File: config.mk
export PLATFORM = sky130hd
export DESIGN_NAME = drs_refresh
export DESIGN_NICKNAME = d
export VERILOG_FILES = /design/src/logic/drs_pkg.sv /design/src/logic/drs_refresh.sv
export SDC_FILE = /design/constraint.sdc
export NUM_CORES = 1
export LEC_CHECK = 0
export BUFFER_PORTS_ARGS = -buffer_cell sky130_fd_sc_hd__buf_4
export CAP_MARGIN = 0
export CORE_MARGIN = 8
export CORE_UTILIZATION = 52
export CTS_CLUSTER_DIAMETER = 100
export DETAILED_ROUTE_END_ITERATION = 12
export PLACE_DENSITY = 0.75
export SKIP_CTS_REPAIR_TIMING = 1
export SLEW_MARGIN = 5
export SYNTH_ARGS = -nofsm -noshare
export SYNTH_HDL_FRONTEND = slang
export SYNTH_SLANG_ARGS = --single-unit
File: constraint.sdc
create_clock -name clk -period 2.47 [get_ports clk]
set_input_delay 0.1235 -clock clk [delete_from_list [all_inputs] [get_ports clk]]
set_output_delay 0.1235 -clock clk [all_outputs]
set_load 0.1 [all_outputs]
File: src/logic/drs_pkg.sv
package drs_pkg;
    // Row address width of the internal refresh counter
    localparam int ROW_W = 16;
    // Timing figures in ns
    localparam int CLK_PERIOD_NS = 8;
    localparam int REFRESH_CYCLE_NS = 160;
    localparam int CKE_MIN_PULSE_NS = 5;
    localparam int SELF_REFRESH_INTERVAL_NS = 7800;
    // Cycle counts: refresh cycle rounds up; CKE minimum and longest times round down, CKE kept at least 1
    localparam int REFRESH_CYCLES = (REFRESH_CYCLE_NS + CLK_PERIOD_NS - 1) / CLK_PERIOD_NS;
    localparam int CKE_MIN_CYCLES_RAW = CKE_MIN_PULSE_NS / CLK_PERIOD_NS;
    localparam int CKE_MIN_CYCLES = (CKE_MIN_CYCLES_RAW < 1) ? 1 : CKE_MIN_CYCLES_RAW;
    localparam int SELF_INTERVAL_CYCLES = SELF_REFRESH_INTERVAL_NS / CLK_PERIOD_NS;
    localparam int CNT_W = 16;
    // Mode register one field: loop disable bit
    localparam int MR1_LOOP_DIS_BIT = 0;

    // Command pins sampled on a rising edge
    typedef struct packed {
        logic chip_select_n;
        logic row_strobe_n;
        logic column_strobe_n;
        logic write_enable_n;
        logic clock_enable;
    } drs_cmd_pins_t;

    typedef enum logic [1:0] {
        ST_IDLE,
        ST_REFRESH,
        ST_SELF
    } drs_state_t;
endpackage : drs_pkg

File: src/logic/drs_refresh.sv
// Contract
// - Refresh decodes with select and both strobes low, write and clock enable high.
// - Refresh rows come from internal counter; external address ignored.
// - After refresh cycle completes, all banks are precharged idle.
// - Self-refresh entry decodes like refresh but with clock enable low.
// - Loop disabled on entry, re-enabled with reset on exit when enabled.
// - In self-refresh, ignore all controls but clock enable and reset.
// - Start one internal refresh within min pulse, then own timer.
`timescale 1ns/1ps
`default_nettype none
module drs_refresh
    import drs_pkg::*;
#(
    parameter int SELF_INTERVAL = SELF_INTERVAL_CYCLES
) (
    input wire logic clk, // System clock
    input wire logic rst, // Synchronous reset, high
    input wire drs_cmd_pins_t cmd_pins, // Command pins from outside
    input wire logic [ROW_W-1:0] addr_pins, // External address, unused here
    input wire logic loop_disable, // Mode register one loop disable bit
    output logic bank_idle_ff, // All banks precharged idle
    output logic refresh_busy_ff, // Internal refresh cycle running
    output logic [ROW_W-1:0] refresh_row_ff, // Row being refreshed
    output logic self_refresh_ff, // Device in self-refresh
    output logic loop_enable_ff, // Delay locked loop running
    output logic loop_reset_ff, // One-cycle loop reset pulse
    output logic int_clk_en_ff // Internal clock gate
);
    // Elaboration checks: the self timer must outlast a refresh and fit its counter
    if (SELF_INTERVAL < REFRESH_CYCLES + 1) begin : g_short_interval
        $error("SELF_INTERVAL too short for a refresh cycle");
    end
    if (SELF_INTERVAL > (1 << CNT_W)) begin : g_long_interval
        $error("SELF_INTERVAL does not fit the cycle counter");
    end

    // Pin synchronisers, two stages
    drs_cmd_pins_t pins_s1_ff, pins_ff;
    always_ff @(posedge clk) begin
        if (rst) begin
            pins_s1_ff <= '{default: 1'b1};
            pins_ff <= '{default: 1'b1};
        end else begin
            pins_s1_ff <= cmd_pins;
            pins_ff <= pins_s1_ff;
        end
    end

    // Command decode; clock_enable low at entry selects self-refresh
    wire ref_shape = !pins_ff.chip_select_n && !pins_ff.row_strobe_n
                     && !pins_ff.column_strobe_n && pins_ff.write_enable_n;
    wire refresh_cmd = ref_shape && pins_ff.clock_enable;
    wire self_entry_cmd = ref_shape && !pins_ff.clock_enable;

    drs_state_t state_ff, nxt_state;
    logic [CNT_W-1:0] cyc_ff, nxt_cyc;
    logic [CNT_W-1:0] timer_ff, nxt_timer;
    logic [CNT_W-1:0] stay_ff, nxt_stay;
    logic sr_pending_ff, nxt_sr_pending;
    wire refresh_done = (state_ff == ST_REFRESH) && (cyc_ff == CNT_W'(REFRESH_CYCLES - 1));
    // Exit only once the minimum stay has passed; earlier CKE rise is held off
    wire exit_ok = pins_ff.clock_enable && (stay_ff >= CNT_W'(CKE_MIN_CYCLES));
    wire timer_fire = (timer_ff == CNT_W'(SELF_INTERVAL - 1));

    // Refresh and self-refresh sequencer
    always_comb begin
        nxt_state = state_ff;
        nxt_cyc = cyc_ff;
        nxt_timer = timer_ff;
        nxt_stay = stay_ff;
        nxt_sr_pending = sr_pending_ff;
        case (state_ff)
            ST_IDLE: begin
                if (refresh_cmd) begin
                    nxt_state = ST_REFRESH;
                    nxt_cyc = '0;
                end else if (self_entry_cmd) begin
                    nxt_state = ST_REFRESH;
                    nxt_cyc = '0;
                    nxt_sr_pending = 1'b1;
                    nxt_timer = '0;
                    nxt_stay = '0;
                end
            end
            ST_REFRESH: begin
                nxt_cyc = cyc_ff + CNT_W'(1);
                if (sr_pending_ff) begin
                    nxt_timer = timer_ff + CNT_W'(1);
                    if (stay_ff != '1)
                        nxt_stay = stay_ff + CNT_W'(1);
                end
                if (refresh_done)
                    nxt_state = sr_pending_ff ? ST_SELF : ST_IDLE;
            end
            ST_SELF: begin
                // only clock enable is looked at here
                if (stay_ff != '1)
                    nxt_stay = stay_ff + CNT_W'(1);
                nxt_timer = timer_ff + CNT_W'(1);
                if (exit_ok) begin
                    nxt_state = ST_IDLE;
                    nxt_sr_pending = 1'b0;
                end else if (timer_fire) begin
                    nxt_state = ST_REFRESH;
                    nxt_cyc = '0;
                    nxt_timer = '0;
                end
            end
            default: nxt_state = ST_IDLE;
        endcase
    end

    always_ff @(posedge clk) begin
        if (rst) begin
            state_ff <= ST_IDLE;
            cyc_ff <= '0;
            timer_ff <= '0;
            stay_ff <= '0;
            sr_pending_ff <= 1'b0;
        end else begin
            state_ff <= nxt_state;
            cyc_ff <= nxt_cyc;
            timer_ff <= nxt_timer;
            stay_ff <= nxt_stay;
            sr_pending_ff <= nxt_sr_pending;
        end
    end

    // Row counter advances per completed refresh
    wire nxt_busy = (nxt_state == ST_REFRESH);
    wire in_self = sr_pending_ff;
    wire self_entering = (state_ff == ST_IDLE) && self_entry_cmd;
    wire self_leaving = (state_ff == ST_SELF) && exit_ok;
    always_ff @(posedge clk) begin
        if (rst) begin
            refresh_row_ff <= '0;
            refresh_busy_ff <= 1'b0;
            bank_idle_ff <= 1'b1;
            self_refresh_ff <= 1'b0;
            int_clk_en_ff <= 1'b1;
        end else begin
            if (refresh_done)
                refresh_row_ff <= refresh_row_ff + ROW_W'(1);
            refresh_busy_ff <= nxt_busy;
            bank_idle_ff <= !nxt_busy;
            self_refresh_ff <= nxt_sr_pending;
            int_clk_en_ff <= !(nxt_sr_pending && !nxt_busy);
        end
    end

    // Loop control: off on entry, back on with reset pulse on exit
    always_ff @(posedge clk) begin
        if (rst) begin
            loop_enable_ff <= 1'b0;
            loop_reset_ff <= 1'b0;
        end else begin
            loop_reset_ff <= self_leaving && !loop_disable;
            if (self_entering || in_self)
                loop_enable_ff <= 1'b0;
            else if (!loop_disable)
                loop_enable_ff <= 1'b1;
            else
                loop_enable_ff <= 1'b0;
        end
    end

    // busy at the edge after decode
    refresh_start_a: assert property (@(posedge clk) disable iff (rst)
        (state_ff == ST_IDLE && refresh_cmd) |=> refresh_busy_ff)
        else $error("refresh not started");
    // row counter steps once per refresh
    row_step_a: assert property (@(posedge clk) disable iff (rst)
        refresh_done |=> refresh_row_ff == $past(refresh_row_ff) + ROW_W'(1))
        else $error("row counter did not step");
    bank_idle_a: assert property (@(posedge clk) disable iff (rst)
        (refresh_done && !sr_pending_ff) |=> bank_idle_ff && !refresh_busy_ff)
        else $error("banks not idle after refresh");
    self_entry_a: assert property (@(posedge clk) disable iff (rst)
        self_entering |=> self_refresh_ff && refresh_busy_ff)
        else $error("self-refresh entry missed");
    loop_reset_a: assert property (@(posedge clk) disable iff (rst)
        (self_leaving && !loop_disable) |=> loop_reset_ff ##1 loop_enable_ff)
        else $error("loop not reset on exit");
    clk_gate_a: assert property (@(posedge clk) disable iff (rst)
        (state_ff == ST_SELF && self_refresh_ff && !refresh_busy_ff) |-> !int_clk_en_ff)
        else $error("internal clock not gated");
    // a refresh runs right after entry
    first_refresh_a: assert property (@(posedge clk) disable iff (rst)
        self_entering |=> refresh_busy_ff [*2])
        else $error("no refresh on entry");
    ignore_cmds_a: assert property (@(posedge clk) disable iff (rst)
        (state_ff == ST_SELF && !exit_ok && !timer_fire) |=> state_ff == ST_SELF)
        else $error("command acted on in self-refresh");
endmodule : drs_refresh
`default_nettype wire

After elaboration in Yosys (flattened, before gate mapping). Index checks and enable logic that the tools add are counted.

Add/sub/neg operators: 4. Shifts and indexed selects: 0. Multipliers: 0. Multiplexer cells: 25. Divide/modulo/power cells: 0. Bitwise logic cells: 0. Equality and inequality tests: 12. $lt $le $gt $ge: 1. Reduce and logical (&&, ||, !) cells: 24.

Operators with widths (number): 16-bit two-way mux (10); 16-bit case mux with 3 select lines (3); 16-bit by 1-bit adder with 16-bit output, second input constant (4); 16-bit by 10-bit equality test with 1-bit output, second input constant (1); 16-bit by 5-bit equality test with 1-bit output, second input constant (1); 16-bit by 1-bit greater-or-equal comparator with 1-bit output, second input constant (1); 16-bit != test, second input constant (1); 2-bit two-way mux (6); 1-bit logical AND (11); 2-bit != test, second input constant (5); 4-bit AND reduction (2); 1-bit zero test (7); 2-bit case mux with 3 select lines (1); 2-bit by 1-bit equality test with 1-bit output, second input constant (2); 1-bit two-way mux (4); 3-bit != test, second input constant (1); 3-bit nonzero test (1); 2-bit equality test, second input constant (1); 2-bit zero test (1); 1-bit case mux with 2 select lines (1); 2-bit OR reduction (1); 1-bit logical OR (1).

Logic and storage cells: 87. RAM bits: 0. Memory bits (read-only): 0. Memories kept: 0. Output and inout bits: 22. Register bits after elaboration: 82. Latch bits: 0. Bits of input ports: 24.

Logic depth before layout (Yosys ltp).
Depth in word-level cells: 12. Gate-level depth with buffers: 10. Gate-level depth less buffers: 7.

Worst setup path after synthesis. OpenSTA, ideal clock, no wires.

Path type: flip-flop to flip-flop. Start point: reg stay_ff[1]. End point: reg cyc_ff[14]. Data required time: 2.400 ns. Setup slack: -0.050 ns. Clock period less this slack: 2.520 ns. Stages on the path, launching flop included: 9. Setup time: 0.070 ns. Path buffers: 1. Arrival time: 2.450 ns. Cells stage by stage: dfxtp_1 > inv_1 > ha_1 > or4_1 > o41ai_4 > o211ai_2 > buf_6 > or4_1 > a21oi_1.

Longest elaborated chain between the ends: 4.

Ends and longest elaborated chain: start: declaration (line drs_refresh.sv:58) `logic [CNT_W-1:0] stay_ff, nxt_stay;`; start signal: assignment (line drs_refresh.sv:124) `stay_ff <= nxt_stay;`; 16-bit by 1-bit greater-or-equal comparator with 1-bit output (line drs_refresh.sv:62) `wire exit_ok = pins_ff.clock_enable && (stay_ff >= CNT_W'(CKE_MIN_CYCLES));`; 1-bit logical AND (line drs_refresh.sv:62); 2-bit != test (no source line); 4-bit AND reduction (no source line); end signal: assignment (line drs_refresh.sv:122) `cyc_ff <= nxt_cyc;`; end: declaration (line drs_refresh.sv:56) `logic [CNT_W-1:0] cyc_ff, nxt_cyc;`.

Every way passes these cells. A chain may end at the register's enable or synchronous reset.

Worst setup path in the final report.
Start point: reg state_ff[1]. End point: reg refresh_row_ff[10].

Longest elaborated chain between the ends: 2.

Ends and longest elaborated chain: start: declaration (line drs_refresh.sv:55) `drs_state_t state_ff, nxt_state;`; start signal: assignment (line drs_refresh.sv:121) `state_ff <= nxt_state;`; 2-bit by 1-bit equality test with 1-bit output (line drs_refresh.sv:60) `wire refresh_done = (state_ff == ST_REFRESH) && (cyc_ff == CNT_W'(REFRESH_CYCLES - 1));`; 1-bit logical AND (line drs_refresh.sv:60); end signal: assignment (line drs_refresh.sv:143) `refresh_row_ff <= refresh_row_ff + ROW_W'(1);`; end: declaration (line drs_refresh.sv:23) `output logic [ROW_W-1:0] refresh_row_ff,`.

Every way passes these cells.

==> results by group <==
Yosys
  – Cell types with the largest area share after synthesis: dfxtp_1 41%, xnor2_1 4.4%, nand2_1 3.6%
  – Post-Synthesis Cells: 463
  – Register bit total from synthesis: 82
  – Most common flop cell mapped by yosys: dfxtp_1
  – Synth unique cells: 57
  – Register area share after synthesis: 0.4121
  – Dominant combinational cell family by area after synthesis: simple AND/OR/NAND/NOR gates
  – Mapped Area: about 0.004 sq mm
  – Syn_nets: around 500
  – Proportion of netlist area held by the largest area contributor: 0.4121
  – Number of flops mapped to enable cells by yosys: 0
  – Yosys warnings: 0
  – Cell type with the highest aggregate area in the netlist: dfxtp_1
  – Simple-gate area share of the yosys netlist: 0.2852
  – Post-synthesis compound-gate area fraction: 0.1627
  – Post-Synth XOR/XNOR Area: 0.05716
  – Post-synthesis share of cell area spent on full adders, half adders and majority gates: 0.03455
  – Average cell area after synthesis: between 8 and 9 sq um
  – Mux share of post-synthesis cell area: 0.008166
  – Share of flip-flops with an asynchronous set or reset: 0

Clock tree
  – Deepest level of the CTS H-tree: 3
  – Number of buffers created by CTS: 9
  – Clock insertion delay at the later pin of the skew report: between 0.3 and 0.4 ns
  – Buffer type at the clock tree root: clkbuf_8
  – Clock slew at the register clock pins of the worst setup and hold paths: 0.08 ns
  – TritonCTS clock tree: built
  – Longest Clk Path Bufs: 2
  – CTS sink cnt: approximately 80

Pwr
  – Sequential group share of total power: 0.541
  – Share of power burned in combinational logic: 0.040
  – Standby leakage power: 1.665 nW
  – Net switching component of the power: 530.1 uW
  – Overall power consumption: between 2 and 2.5 mW
  – Internal portion of total power: 1.945 mW
  – Clock Power Share: 0.419
  – Power Density: 521.6 mW/mm^2
  – Switching Share: 0.2142
  – Worst-case vdd ir drop: roughly 0.34 mV

Global route
  – Vias in the first global route: 3377
  – All-Layer GR Usage: 0.1666
  – Global-route wire length before repair: approximately 15000 um
  – Maximum number of pins on one net before global-route repair: around 50
  – Overflow after GRT: 0
  – Antenna violations before repair: 0

Routing
  – Initial DRC Count: 170
  – Number of nets with antenna violations after routing: 0
  – Total DRC errors in the routed layout: 0
  – Overall via count from detail_route: approximately 3600
  – Average detailed-routed wire length per instance: 14.95 um
  – Detailed-router iteration count before antenna repair: 4
  – Wire length after detailed routing: ~9200 um
  – Detail-routed via count per cell: slightly below 6

Critical path
  – Max incr delay on CP: 0.53 ns
  – Critical Path End Type: register
  – Most repeated library cell on the critical path: or4_1
  – Kind of cell with the highest combined delay on the critical path: simple AND/OR/NAND/NOR gates
  – Series of cell instances along the critical path: inv_1, ha_1, nor4bb_1, nand4_1, buf_4, or4_1, or4_1, nand2_1
  – CP Buf/Inv Count: 2
  – CP required: 2.76 ns
  – CP Launch Type: register
  – CP max FO: 5
  – Cell with the largest stage delay on the worst path: or4_1
  – Data arrival time of the critical path: 2.71 ns
  – Class of the most critical setup path: reg -> reg

STA
  – Portion of the clock cycle consumed by the worst path in the final layout: 0.9826
  – Measured slew at the worst slew-check pin: between 0.5 and 0.6 ns
  – Total Negative Setup Slacks: 0 ns
  – Time the final worst path needs with I/O delays and setup: roughly 2.4 ns
  – Count of endpoints failing setup in the final report: 0
  – Headroom to the max-slew limit: 0.6553
  – Number of hold-slack violations in the final timing report: 0
  – Achievable frequency: 412.0 MHz
  – Final worst clock skew: 0.01345 ns
  – Total count of max-transition violations in the final report: 0

Place
  – RePlAce Congestion: between 0.8 and 0.9
  – Port buffer count: 29
  – HPWL after detailed placement: 6388 um
  – Cell count after placement: 591

Cells and area
  – Footprint of the multi-input gates: 0.002227 sq mm
  – Post-synthesis to final-layout area growth: 19.10%
  – Register Area: 0.001645 sq mm
  – Final nets: 544
  – Fillcell total: 646
  – Number of diodes added for antenna fixing: 0
  – Layout cells sized above 1: 0.1907
  – End-of-flow core utilization: 0.6270
  – Final Non-Filler Cells: 616

Status
  – Result of the run: finished, final reports clean

Die
  – Number of top-level design ports: 46
  – Vertical extent of the die: 103.5 um
  – Die span in x: between 100 and 150 um
  – FP Rows: 32
  – Core box area: 0.007567 sq mm
  – Overall die area: 0.01072 sq mm
  – Initial core utilization: 0.5265

Min path
  – Type of the most critical hold path: in -> reg

Run
  – Maximum capacitance violations: 0
layout by cell type, fill, tap and decap left out, types with 4 or more instances in the layout:
cell	instances
nor4_1	15
o31ai_1	4
buf_4	50
clkbuf_8	13
a311oi_1	6
o211ai_1	5
nor2_1	36
dlygate4sd3_1	6
nand4_1	15
nor3_1	7
a21oi_1	28
nand2_1	38
inv_1	16
or3_1	11
a41oi_1	5
o21ai_0	21
dfxtp_1	79
and3_1	9
xor2_1	6
or4_1	9
and4_1	7
ha_1	10
nand3_1	24
or2_2	11
nor4b_1	4
xnor2_1	20
and2_1	5
cell usage after synthesis (all sizes together) (6+ instances only):
| cell type | number |
|---|---|
| or4 | 12 |
| a311oi | 6 |
| a21oi | 28 |
| and3 | 9 |
| inv | 17 |
| nor2 | 36 |
| dfxtp | 82 |
| nand4 | 15 |
| xnor2 | 20 |
| or3 | 11 |
| nand2 | 38 |
| nor3 | 7 |
| nor4 | 15 |
| o21ai | 23 |
| xor2 | 6 |
| o211ai | 6 |
| clkbuf | 18 |
| or2 | 11 |
| and4 | 8 |
| nand3 | 24 |
| ha | 11 |
cell type report:
cell class / count / share of cell area
timing repair buffer: 58 / 0.09652
tap: 102 / 0.02690
sequential: 82 / 0.3468
clock buffer: 13 / 0.03771
clock inverter: 3 / 0.009230
multi-input combinational: 341 / 0.4694
inverter: 17 / 0.01345
registers in the layout, summed over array words and instances (netlist names):
name / count
pins_s1_ff: 5
refresh_row_ff: 16
bank_idle_ff: 1
loop_enable_ff: 1
self_refresh_ff: 1
cyc_ff: 16
stay_ff: 16
refresh_busy_ff: 1
pins_ff: 5
loop_reset_ff: 1
int_clk_en_ff: 1
state_ff: 2
timer_ff: 16
per-stage QoR:
| stage | cell area, sq um | setup WS [ns] | hold slack [ns] |
|---|---|---|---|
| after floorplan | 3990 | 0.01282 | 0.2022 |
| after global placement | 4389 | 0.05481 | 0.3039 |
| after detailed placement | 4389 | -0.01673 | 0.3090 |
| after CTS | 4612 | -0.09170 | -0.05465 |
| after global routing | 4745 | -0.06662 | 0.2319 |
| final | 4745 | 0.04305 | 0.2205 |
path summary, 6_finish.rpt:
path              cells after the start                 end  slack, ns          start
setup / recovery                      8  refresh_row_ff[10]       0.04    state_ff[1]
hold / removal                        2  refresh_row_ff[13]       0.22            rst
setup reg to reg                      8  refresh_row_ff[10]       0.04    state_ff[1]
hold reg to reg                       1          pins_ff[2]       0.41  pins_s1_ff[2]
worst register-to-register path: stages (launching register included):
cell and delay [ns]:
dfxtp_1 0.34, inv_1 0.09, ha_1 0.19, nor4bb_1 0.40, nand4_1 0.16, buf_4 0.19, or4_1 0.53, or4_1 0.41
nand2_1 0.07
cells by family after synthesis:
logic type      after synthesis
buf+inv                      40
flops                        82
fa+ha+maj                    11
simple gates                206
xor+xnor                     26
mux                           3
compound gates               95
metal layers:
layer  routed length, um  track usage  part of all wire
met1                4184       0.1972              0.45
met5                   0            0                 0
met2                4564       0.2841              0.50
met3                 384      0.04461             0.042
met4                  77      0.05456            0.0084
power groups by stage:
| stage | Sequential, mW | Combinational (mW) | Clock, mW |
|---|---|---|---|
| after floorplan | 1.40 | 0.0322 | 0 |
| after global placement | 1.37 | 0.0886 | 0 |
| after detailed placement | 1.37 | 0.0893 | 0 |
| after CTS | 1.34 | 0.0893 | 1.06 |
| after global routing | 1.34 | 0.104 | 1.12 |
| final | 1.34 | 0.0981 | 1.04 |
No activity file was read; power rests on OpenSTA's default activity.
